## src/misc_decode_pkg.sv

```systemverilog
// Constants, encodings and carrier types for the miscellaneous-instruction decoder.
// Assumes one 125 MHz clock, where one execution state is one clock cycle.
`default_nettype none
package misc_decode_pkg;
  localparam int CLOCK_MHZ = 125;
  localparam int STATES_SHORT = 2;
  localparam int MOVE_OVERHEAD = 9;
  localparam int MOVE_PER_BYTE = 4;
  localparam logic [3:0] CNT_SHORT = 4'(STATES_SHORT - 2);
  localparam logic [3:0] CNT_TAIL = 4'(MOVE_OVERHEAD - 2);

  localparam logic [7:0] OP_NOP = 8'h00;
  localparam logic [7:0] OP_SLEEP = 8'h01;
  localparam logic [7:0] OP_STORE_FLAGS = 8'h02;
  localparam logic [7:0] OP_LOAD_FLAGS_REG = 8'h03;
  localparam logic [7:0] OP_OR_FLAGS = 8'h04;
  localparam logic [7:0] OP_XOR_FLAGS = 8'h05;
  localparam logic [7:0] OP_AND_FLAGS = 8'h06;
  localparam logic [7:0] OP_LOAD_FLAGS_IMM = 8'h07;
  localparam logic [7:0] OP_MOVE = 8'h7B;
  localparam logic [7:0] OP_STACK_MOV = 8'h6D;
  localparam logic [7:0] OP_BIT_STORE = 8'h67;
  localparam logic [7:0] OP_BIT_GROUP = 8'h74;
  localparam logic [7:0] OP_BIT_GROUP_MASK = 8'hFC;
  localparam logic [3:0] SP_INDEX = 4'h7;

  localparam int OPC_HI = 15;
  localparam int OPC_LO = 8;
  localparam int SEL_BIT = 7;

  localparam int FLAG_C = 0;
  localparam int FLAG_V = 1;
  localparam int FLAG_Z = 2;
  localparam int FLAG_N = 3;
  localparam int FLAG_H = 5;
  localparam logic [7:0] FLAGS_RESET = 8'h80;

  typedef enum logic [3:0] {
    CLS_OTHER = 4'h0, CLS_NOP = 4'h1, CLS_SLEEP = 4'h2, CLS_LOAD_IMM = 4'h3,
    CLS_LOAD_REG = 4'h4, CLS_STORE = 4'h5, CLS_AND = 4'h6, CLS_OR = 4'h7,
    CLS_XOR = 4'h8, CLS_MOVE = 4'h9, CLS_STACK_MOV = 4'hA, CLS_BIT_PLAIN = 4'hB,
    CLS_BIT_INVERT = 4'hC
  } instr_class_t;

  typedef struct packed {
    instr_class_t cls;
    logic [7:0] opcode;
    logic sel;
  } decode_t;

  typedef enum logic [2:0] {
    AR_NONE = 3'h0, AR_WORD = 3'h1, AR_ADD_CARRY = 3'h2, AR_SUB_CARRY = 3'h3,
    AR_DECIMAL = 3'h4, AR_DIVIDE = 3'h5
  } arith_kind_t;

  typedef struct packed {
    arith_kind_t kind;
    logic carry_bit11;
    logic carry;
    logic neg;
    logic zero;
    logic ovf;
    logic decimal_carry;
    logic divisor_neg;
    logic divisor_zero;
  } arith_t;

  function automatic decode_t decode_word(input logic [15:0] word);
    decode_t d;
    d.opcode = word[OPC_HI:OPC_LO];
    d.sel = word[SEL_BIT];
    d.cls = CLS_OTHER;
    case (d.opcode)
      OP_NOP: d.cls = CLS_NOP;
      OP_SLEEP: d.cls = CLS_SLEEP;
      OP_STORE_FLAGS: d.cls = CLS_STORE;
      OP_LOAD_FLAGS_REG: d.cls = CLS_LOAD_REG;
      OP_OR_FLAGS: d.cls = CLS_OR;
      OP_XOR_FLAGS: d.cls = CLS_XOR;
      OP_AND_FLAGS: d.cls = CLS_AND;
      OP_LOAD_FLAGS_IMM: d.cls = CLS_LOAD_IMM;
      OP_MOVE: d.cls = CLS_MOVE;
      OP_STACK_MOV: d.cls = (word[6:4] == SP_INDEX[2:0]) ? CLS_STACK_MOV : CLS_OTHER;
      default: d.cls = CLS_OTHER;
    endcase
    if (d.opcode == OP_BIT_STORE || (d.opcode & OP_BIT_GROUP_MASK) == OP_BIT_GROUP) begin
      d.cls = d.sel ? CLS_BIT_INVERT : CLS_BIT_PLAIN;
    end
    return d;
  endfunction : decode_word
endpackage : misc_decode_pkg
`default_nettype wire

```

## src/flag_unit.sv

```systemverilog
// Condition flags register with the special arithmetic update cases.
// Assumes the arithmetic unit reports one result per cycle on arith_in.
`default_nettype none
module flag_unit import misc_decode_pkg::*; (
  input wire logic clock_in,
  input wire logic rst_n_in,
  input wire logic wr_en_in,
  input wire logic [7:0] wr_val_in,
  input wire arith_t arith_in,
  output logic [7:0] flags_out
);
  logic [7:0] flags_q;
  logic [7:0] flags_d;

  always_comb begin
    flags_d = flags_q;
    if (wr_en_in) begin
      flags_d = wr_val_in;
    end else begin
      unique case (arith_in.kind)
        AR_WORD: begin
          flags_d[FLAG_H] = arith_in.carry_bit11;
          flags_d[FLAG_N] = arith_in.neg;
          flags_d[FLAG_Z] = arith_in.zero;
          flags_d[FLAG_V] = arith_in.ovf;
          flags_d[FLAG_C] = arith_in.carry;
        end
        AR_ADD_CARRY, AR_SUB_CARRY: begin
          // Keeping Z on a zero byte lets a chain of bytes test the whole word for zero.
          flags_d[FLAG_Z] = arith_in.zero ? flags_q[FLAG_Z] : 1'b0;
          flags_d[FLAG_N] = arith_in.neg;
          flags_d[FLAG_V] = arith_in.ovf;
          flags_d[FLAG_C] = arith_in.carry;
        end
        AR_DECIMAL: begin
          flags_d[FLAG_C] = arith_in.decimal_carry ? 1'b1 : flags_q[FLAG_C];
          flags_d[FLAG_N] = arith_in.neg;
          flags_d[FLAG_Z] = arith_in.zero;
        end
        AR_DIVIDE: begin
          flags_d[FLAG_N] = arith_in.divisor_neg;
          flags_d[FLAG_Z] = arith_in.divisor_zero;
        end
        default: flags_d = flags_q;
      endcase
    end
  end

  always_ff @(posedge clock_in or negedge rst_n_in) begin
    if (!rst_n_in) begin
      flags_q <= FLAGS_RESET;
    end else begin
      flags_q <= flags_d;
    end
  end

  assign flags_out = flags_q;
endmodule : flag_unit
`default_nettype wire

```

## src/cpu_misc_instr_decode.sv

```systemverilog
// Decode and execution of the system-control and miscellaneous instructions.
// Assumes instruction words, operands and memory read data come from logic on the same clock,
// and that memory returns read data in the cycle after a read strobe.
`default_nettype none
module cpu_misc_instr_decode import misc_decode_pkg::*; (
  input wire logic clock_in,
  input wire logic rst_n_in,
  input wire logic instr_valid_in,
  input wire logic [15:0] instr_word_in,
  output logic instr_ready_out,
  input wire logic [7:0] reg_byte_in,
  input wire logic [7:0] move_count_in,
  input wire logic [15:0] source_ptr_in,
  input wire logic [15:0] dest_ptr_in,
  input wire arith_t arith_in,
  input wire logic wake_in,
  output decode_t decode_out,
  output logic done_out,
  output logic [7:0] flags_out,
  output logic reg_wr_out,
  output logic [3:0] reg_wr_idx_out,
  output logic [7:0] reg_wr_data_out,
  output logic mem_rd_out,
  output logic mem_wr_out,
  output logic [15:0] mem_addr_out,
  output logic [7:0] mem_wdata_out,
  input wire logic [7:0] mem_rdata_in,
  output logic [15:0] source_ptr_out,
  output logic [15:0] dest_ptr_out,
  output logic [7:0] move_count_out,
  output logic sleep_out
);
  typedef enum logic [5:0] {
    S_IDLE = 6'b000001, S_EXEC = 6'b000010, S_READ = 6'b000100,
    S_CAPTURE = 6'b001000, S_WRITE = 6'b010000, S_STEP = 6'b100000
  } state_t;

  state_t state_q;
  logic [3:0] cnt_q;
  decode_t decode_q;
  decode_t dec;
  logic [7:0] imm_q;
  logic [7:0] rs_q;
  logic [3:0] rd_idx_q;
  logic [15:0] src_q;
  logic [15:0] dst_q;
  logic [7:0] count_q;
  logic [7:0] data_q;
  logic sleep_q;
  logic accept;
  logic executes;
  logic flag_wr;
  logic [7:0] flag_val;

  assign dec = decode_word(instr_word_in);
  assign instr_ready_out = (state_q == S_IDLE);
  assign accept = instr_valid_in && instr_ready_out;
  assign executes = dec.cls inside {CLS_NOP, CLS_SLEEP, CLS_LOAD_IMM, CLS_LOAD_REG, CLS_STORE,
                                    CLS_AND, CLS_OR, CLS_XOR, CLS_MOVE};
  assign done_out = (state_q == S_EXEC) && (cnt_q == 4'h0);

  always_ff @(posedge clock_in or negedge rst_n_in) begin
    if (!rst_n_in) begin
      state_q <= S_IDLE;
      cnt_q <= 4'h0;
    end else begin
      unique case (state_q)
        S_IDLE: begin
          if (accept && executes) begin
            if (dec.cls == CLS_MOVE && move_count_in != 8'h00) begin
              state_q <= S_READ;
            end else begin
              state_q <= S_EXEC;
              cnt_q <= (dec.cls == CLS_MOVE) ? CNT_TAIL : CNT_SHORT;
            end
          end
        end
        S_EXEC: begin
          if (cnt_q == 4'h0) begin
            state_q <= S_IDLE;
          end else begin
            cnt_q <= cnt_q - 4'h1;
          end
        end
        S_READ: state_q <= S_CAPTURE;
        S_CAPTURE: state_q <= S_WRITE;
        S_WRITE: state_q <= S_STEP;
        S_STEP: begin
          if (count_q == 8'h01) begin
            state_q <= S_EXEC;
            cnt_q <= CNT_TAIL;
          end else begin
            state_q <= S_READ;
          end
        end
      endcase
    end
  end

  always_ff @(posedge clock_in or negedge rst_n_in) begin
    if (!rst_n_in) begin
      decode_q <= '0;
      imm_q <= 8'h00;
      rs_q <= 8'h00;
      rd_idx_q <= 4'h0;
    end else if (accept) begin
      decode_q <= dec;
      imm_q <= instr_word_in[7:0];
      rs_q <= reg_byte_in;
      rd_idx_q <= instr_word_in[3:0];
    end
  end

  // The byte move keeps its own copies of pointers and count so the register file is free meanwhile.
  always_ff @(posedge clock_in or negedge rst_n_in) begin
    if (!rst_n_in) begin
      src_q <= 16'h0000;
      dst_q <= 16'h0000;
      count_q <= 8'h00;
      data_q <= 8'h00;
    end else if (accept && dec.cls == CLS_MOVE) begin
      src_q <= source_ptr_in;
      dst_q <= dest_ptr_in;
      count_q <= move_count_in;
    end else if (state_q == S_CAPTURE) begin
      data_q <= mem_rdata_in;
    end else if (state_q == S_STEP) begin
      src_q <= src_q + 16'h0001;
      dst_q <= dst_q + 16'h0001;
      count_q <= count_q - 8'h01;
    end
  end

  assign mem_rd_out = (state_q == S_READ);
  assign mem_wr_out = (state_q == S_WRITE);
  assign mem_addr_out = (state_q == S_WRITE) ? dst_q : src_q;
  assign mem_wdata_out = data_q;
  assign source_ptr_out = src_q;
  assign dest_ptr_out = dst_q;
  assign move_count_out = count_q;

  always_comb begin
    flag_wr = done_out;
    unique case (decode_q.cls)
      CLS_LOAD_IMM: flag_val = imm_q;
      CLS_LOAD_REG: flag_val = rs_q;
      CLS_AND: flag_val = flags_out & imm_q;
      CLS_OR: flag_val = flags_out | imm_q;
      CLS_XOR: flag_val = flags_out ^ imm_q;
      default: begin
        flag_wr = 1'b0;
        flag_val = flags_out;
      end
    endcase
  end

  flag_unit flags_i (
    .clock_in(clock_in),
    .rst_n_in(rst_n_in),
    .wr_en_in(flag_wr),
    .wr_val_in(flag_val),
    .arith_in(arith_in),
    .flags_out(flags_out)
  );

  assign reg_wr_out = done_out && decode_q.cls == CLS_STORE;
  assign reg_wr_idx_out = rd_idx_q;
  assign reg_wr_data_out = flags_out;

  // Entering sleep wins over a wake in the same cycle, so the instruction is never lost.
  always_ff @(posedge clock_in or negedge rst_n_in) begin
    if (!rst_n_in) begin
      sleep_q <= 1'b0;
    end else if (done_out && decode_q.cls == CLS_SLEEP) begin
      sleep_q <= 1'b1;
    end else if (wake_in) begin
      sleep_q <= 1'b0;
    end
  end

  assign sleep_out = sleep_q;
  assign decode_out = decode_q;

  logic [11:0] mv_cycles_q;
  logic [7:0] mv_n_q;
  always_ff @(posedge clock_in or negedge rst_n_in) begin
    if (!rst_n_in) begin
      mv_cycles_q <= 12'h000;
      mv_n_q <= 8'h00;
    end else if (accept) begin
      mv_cycles_q <= 12'h001;
      mv_n_q <= move_count_in;
    end else if (state_q != S_IDLE) begin
      mv_cycles_q <= mv_cycles_q + 12'h001;
    end
  end
endmodule : cpu_misc_instr_decode
`default_nettype wire

```

## config.mk

```make
export PLATFORM = sky130hd
export DESIGN_NAME = cpu_misc_instr_decode
export DESIGN_NICKNAME = d
export VERILOG_FILES = /design/src/misc_decode_pkg.sv /design/src/flag_unit.sv /design/src/cpu_misc_instr_decode.sv
export SDC_FILE = /design/constraint.sdc
export NUM_CORES = 1
export LEC_CHECK = 0
export BUFFER_PORTS_ARGS = -buffer_cell sky130_fd_sc_hd__buf_2
export CORE_MARGIN = 5
export CORE_UTILIZATION = 40
export DETAILED_ROUTE_END_ITERATION = 10
export PLACE_DENSITY = 0.65
export SYNTH_ARGS = -nofsm -noshare
export SYNTH_HDL_FRONTEND = slang
export SYNTH_SLANG_ARGS = --single-unit
```

## constraint.sdc

```tcl
create_clock -name clock_in -period 3.4 [get_ports clock_in]
set_input_delay 0 -clock clock_in [delete_from_list [all_inputs] [get_ports clock_in]]
set_output_delay 0 -clock clock_in [all_outputs]
set_load 0.01 [all_outputs]
```

# Word level (Yosys, flattened, before mapping)
# Index checks and enable logic that the tools add are counted.
[classes]
n_eq_ne = 49
n_mux = 36
n_bitwise = 4
add_sub_neg = 4
n_reduce_logical = 34
[op_table]
columns = ["op", "n"]
rows = [
  ["16-bit 2-to-1 mux", 7],
  ["4-bit one-hot mux with 10 select lines", 1],
  ["8-bit one-hot mux with 5 select lines", 1],
  ["6-bit one-hot mux with 6 select lines", 1],
  ["16-bit by 1-bit adder with 16-bit output, second input constant", 2],
  ["4-bit by 3-bit == test with 1-bit output, second input constant", 8],
  ["8-bit by 3-bit == test with 1-bit output, second input constant", 4],
  ["8-bit by 7-bit == test with 1-bit output, second input constant", 3],
  ["4-bit 2-to-1 mux", 6],
  ["8-bit 2-to-1 mux", 3],
  ["6-bit 2-to-1 mux", 3],
  ["4-bit by 2-bit == test with 1-bit output, second input constant", 4],
  ["8-bit by 1-bit == test with 1-bit output, second input constant", 2],
  ["8-bit by 2-bit == test with 1-bit output, second input constant", 2],
  ["2-bit AND reduction", 7],
  ["4-bit == test, second input constant", 3],
  ["6-bit by 5-bit == test with 1-bit output, second input constant", 2],
  ["3-bit 2-to-1 mux", 4],
  ["4-bit one-hot mux with 3 select lines", 1],
  ["3-bit == test, second input constant", 3],
  ["9-bit nonzero test", 1],
  ["8-bit AND", 1],
  ["8-bit zero test", 1],
  ["2-bit inequality test, second input constant", 4],
  ["32 further kinds", 53],
]
[word_totals]
regBits = 100
input_bits = 87
word_cells = 146
output_inout_bits = 103

# Depth between registers and ports, before layout
[depth]
ltp_word = 9
ltp_mapped = 9
depth_no_buf = 9

# Cells and area by module
# Synthesis repeated with hierarchy kept, for this count alone.
[unflattened]
cells_unflattened = 704
area_unflattened_um2 = 5904.4
[modules_own_cells]
columns = ["mod", "area_each_um2", "seq_area_each_um2", "instances", "cells_per_inst"]
rows = [
  ["cpu_misc_instr_decode", 5440.2, 2178.3, 1, 658],
  ["flag_unit", 464.2, 201.4, 1, 46],
]

# Worst setup path after synthesis
# No wires, ideal clock.
[synth_path]
path_type = "flip-flop to flip-flop"
startpoint = "reg state_q[3]"
endpoint = "reg count_q[2] (netlist: move_count_out[2])"
stages_incl_launch_ff = 10
path_buffers = 1
period_less_slack_ps = 2657
required_time_ps = 3274
arrival_time_ps = 2531
setup_ps = 126
path_slack_ps = 743
cell_sequence = "dfrtp_1 or4_4 or3b_4 clkinv_2 nand2_4 or4_1 buf_2 nand2_4 o21ai_1 a221o_1"
[synth_via]
elab_chain_len = 5
word_cells_on_any_way = 9
cone_classes = "eq/ne: 4; mux: 1; reduce/logical: 4"
[synth_lines]
columns = ["item", "line_no", "source"]
rows = [
  ["start: declaration", "cpu_misc_instr_decode.sv:38", "state_t state_q;"],
  ["start signal: assignment", "cpu_misc_instr_decode.sv:64", "state_q <= S_IDLE;"],
  ["start signal: assignment", "cpu_misc_instr_decode.sv:71", "state_q <= S_READ;"],
  ["start signal: assignment", "cpu_misc_instr_decode.sv:73", "state_q <= S_EXEC;"],
  ["6-bit by 1-bit == test with 1-bit output *", "cpu_misc_instr_decode.sv:56", "assign instr_ready_out = (state_q == S_IDLE);"],
  ["named net instr_ready_out", "cpu_misc_instr_decode.sv:10", "output logic instr_ready_out,"],
  ["1-bit logical AND *", "cpu_misc_instr_decode.sv:57", "assign accept = instr_valid_in && instr_ready_out;"],
  ["1-bit logical AND *", "cpu_misc_instr_decode.sv:121", "end else if (accept && dec.cls == CLS_MOVE) begin"],
  ["2-bit inequality test (no source line) or 2-bit nonzero test (tied branches)", "n/a", ""],
  ["2-bit AND reduction (no source line)", "n/a", ""],
  ["end signal: assignment", "cpu_misc_instr_decode.sv:124", "count_q <= move_count_in;"],
  ["end signal: assignment", "cpu_misc_instr_decode.sv:130", "count_q <= count_q - 8'h01;"],
  ["end: declaration", "cpu_misc_instr_decode.sv:47", "logic [7:0] count_q;"],
]
# The timed path passes the listed nets; every way through them passes the cells marked *.
# A chain may end at the register's enable or synchronous reset.

# Worst setup path after layout
[layout_path]
startpoint = "reg state_q[4]"
endpoint = "reg count_q[2] (netlist: move_count_out[2])"
[layout_via]
elab_chain_len = 5
word_cells_on_any_way = 9
cone_classes = "eq/ne: 4; mux: 1; reduce/logical: 4"
[layout_lines]
columns = ["item", "line_no"]
rows = [
  ["6-bit by 1-bit == test with 1-bit output", "cpu_misc_instr_decode.sv:56"],
  ["1-bit logical AND", "cpu_misc_instr_decode.sv:57"],
  ["1-bit logical AND", "cpu_misc_instr_decode.sv:121"],
  ["2-bit inequality test (no source line) or 2-bit nonzero test (tied branches)", "n/a"],
  ["2-bit AND reduction (no source line)", "n/a"],
]
# Several ways; a longest one is shown, not always the timed one.

==> flow_summary.json <==
{
  "synth_top_area_cell": "dfrtp_1",
  "root_buffer": "clkbuf_16",
  "required_ns": 3.63,
  "syn_area_sq_mm": 0.00581,
  "cts_made_buffers": 9,
  "dp_hpwl_microns": 12300,
  "synth.most_common_cell": "nand2_1",
  "yosys_most_used_dff": "dfrtp_1",
  "status": "complete, no violations",
  "postCtsSetupBuffers": 0,
  "drt.antenna.violating_nets": 0,
  "hold_path.class": "input pin to flop",
  "maxClockFrequency_mhz": 355,
  "antenna_found_initial": 0,
  "drive_gt1_share_pct": 26.7,
  "fin_tns_setup_ns": 0,
  "coreArea_sq_mm": 0.0144,
  "critPathCaptureType": "flop",
  "leakage_nw": 3.76,
  "reg2reg_depth": 8,
  "clockBufferDepth": 2,
  "clk_latency_ns": 0.35,
  "routabilityCongestion": 0.862,
  "timing.final.crit_share_pct": 82.8,
  "track_usage_pct": 20.4,
  "rsz0062_at_grt": "no",
  "synth_nets": 791,
  "wl_per_cell_microns": 15.4,
  "yosysSeqAreaShare_pct": 40.9,
  "cp_cell_sequence": "or4_4, or3b_4, clkinv_2, nand2_4, or4_1, nand2_4, o21ai_1, a221o_1",
  "worstSetupStartpointType": "flop",
  "ios": 190,
  "pwr-share-seq_pct": 41.2,
  "seq_area_sq_mm": 0.00238,
  "fill_cells": 1311,
  "min_path_cells": 3,
  "cp_max_fo": 7,
  "synth_cell_type_count": 61,
  "stdcell_count": 1114,
  "p_comb_share_pct": 29.9,
  "yosys_warnings": 0,
  "critPathArrivalTime_ns": 3.05,
  "cts_hold_buf": 74,
  "grt_pass1_wl_microns": 28000,
  "die_h_microns": 131,
  "period_minus_slack_ns": 2.82,
  "hold_ws_ns": 0.0399,
  "cap_viol_max_count": 0,
  "syn_avg_cell_area_sq_um": 8.51,
  "skew_ns": 0.00845,
  "start_util_pct": 40.4,
  "dr.pass1.iters": 5,
  "cp_slowest_cell": "or4_1",
  "multi_input_area_sq_mm": 0.00310,
  "vias_per_cell": 5.27,
  "setup_viol": 0,
  "htree_levels": 3,
  "worst_slew_pin_slew_ns": 0.690,
  "route.vias.total": 5867,
  "synth_area_leaders": "dfrtp_1 40%, nand2_1 8.6%, ha_1 4.5%",
  "antenna_cells": 0,
  "drtIter0Drc": 429,
  "slew_headroom_pct": 53.6,
  "path_clk_slew_ns": 0.06,
  "grt_pass1_vias": 5651,
  "clock_sinks": 95,
  "drc": 0,
  "cts_resized": 0,
  "swShare_pct": 31.6,
  "placementRows": 44,
  "p_per_area_mw_per_mm2": 463,
  "ir_drop_uv": 226,
  "criticalPathCategory": "flop to flop",
  "die_w_microns": 131,
  "syn2layout_area_growth_pct": 36.3,
  "p_int_mw": 2.51,
  "drv_slew": 0,
  "grt_max_degree": 49,
  "dpl.cell_count": 1024,
  "hold_viol": 0,
  "power.switching_mw": 1.16,
  "final_nets": 1033,
  "wl_microns": 17200,
  "ys_top_cells_by_count": "133 x nand2_1, 93 x dfrtp_1, 47 x o21ai_0",
  "async_flop_share_pct": 100,
  "crit_path_frequent_cell": "nand2_4",
  "syn_inst": 683,
  "clkPwrFrac_pct": 28.9,
  "die_area_sq_mm": 0.0170,
  "ys_seq_elements": 95,
  "cts_tree": "done",
  "synth_edf_count": 0,
  "numPortBuffers": 189,
  "slowest_delay_ns": 0.57,
  "grt_overflow_total": 0,
  "yosys.area.top_type_share_pct": 40.0
}
-- final timing paths --
check / from / endpoint / slack, ns
max in group asynchronous: rst_n_in / state_q[0] / 2.38
min: instr_valid_in / state_q[2] / 0.04
max: state_q[4] / move_count_out[2] / 0.58
max reg2reg: state_q[4] / move_count_out[2] / 0.58
min reg2reg: mem_wdata_out[3] / mem_wdata_out[3] / 0.47
min in group asynchronous: rst_n_in / decode_out[2] / 0.18
-- stage by stage --
step | area, sq um | util (%) | total power, mW | setup slack, ns
6_report | 7920 | 55.1 | 3.67 | 0.583
5_1_grt | 7920 | 55.1 | 3.91 | 0.482
4_1_cts | 7920 | 55.1 | 3.70 | 0.593
3_5_place_dp | 6870 | 47.8 | 2.56 | 0.598
3_3_place_gp | 6870 | 47.8 | 2.55 | 0.628
2_1_floorplan | 5810 | - | 2.22 | 0.743
-- cell type report --
class / count / area share (%)
clock buffer: 13 / 3.41
clock inverter: 3 / 0.505
inverter: 31 / 1.48
multi-input combinational: 513 / 39.2
sequential: 95 / 30.0
tap: 184 / 2.91
timing repair buffer: 275 / 22.5
-- routing by layer --
layer  track usage [%]  vias up  part of all wire [%]
met4              6.41        0                   1.4
met3              4.07       17                   6.7
met1              27.3     2763                    45
met2              33.4      201                    47
met5                 0        -                     0
li1                  -     2886                     -
-- sequential cells by signal, indices dropped and copies added (netlist names) --
| signal | count |
|---|---|
| cnt_q | 4 |
| decode_out | 13 |
| dest_ptr_out | 16 |
| flags_i.flags_out | 8 |
| imm_q | 7 |
| mem_wdata_out | 8 |
| move_count_out | 8 |
| rs_q | 8 |
| sleep_out | 1 |
| source_ptr_out | 16 |
| state_q | 6 |
-- critical path: cells and delay by family, from the launching register on --
family                 cells  cell delay, ns
DFF                        1            0.44
and+or+nand+nor            5            1.80
AOI/OAI and AO/OA          2            0.37
buffers and inverters      1            0.10
-- layout by cell type, fill, tap and decap left out, drive strengths merged, types with 16 or more instances in the layout --
| cell type | instances |
|---|---|
| inv | 28 |
| a21oi | 38 |
| ha | 21 |
| dfrtp | 93 |
| dlygate4sd3 | 74 |
| o21ai | 59 |
| nor2 | 41 |
| buf | 201 |
| nor3 | 16 |
| nand2 | 135 |
| mux2 | 22 |
-- power groups by stage --
stage / clock network (mW) / logic (mW) / registers [mW]
2_1_floorplan: 0 / 0.694 / 1.53
3_3_place_gp: 0 / 1.02 / 1.53
3_5_place_dp: 0 / 1.03 / 1.53
4_1_cts: 1.08 / 1.10 / 1.51
5_1_grt: 1.14 / 1.24 / 1.54
6_report: 1.06 / 1.10 / 1.51
-- cells by family (layout without fill, tap and decap cells) --
group	count (synthesis)	after routing	synth area share [%]
compound gates	161	161	17.0
simple gates	286	286	23.8
flops	95	95	40.9
fa+ha+maj	21	21	4.52
buf+inv	75	322	5.79
mux	32	32	5.99
xor+xnor	13	13	1.96
No activity file was read; power rests on OpenSTA's default activity.
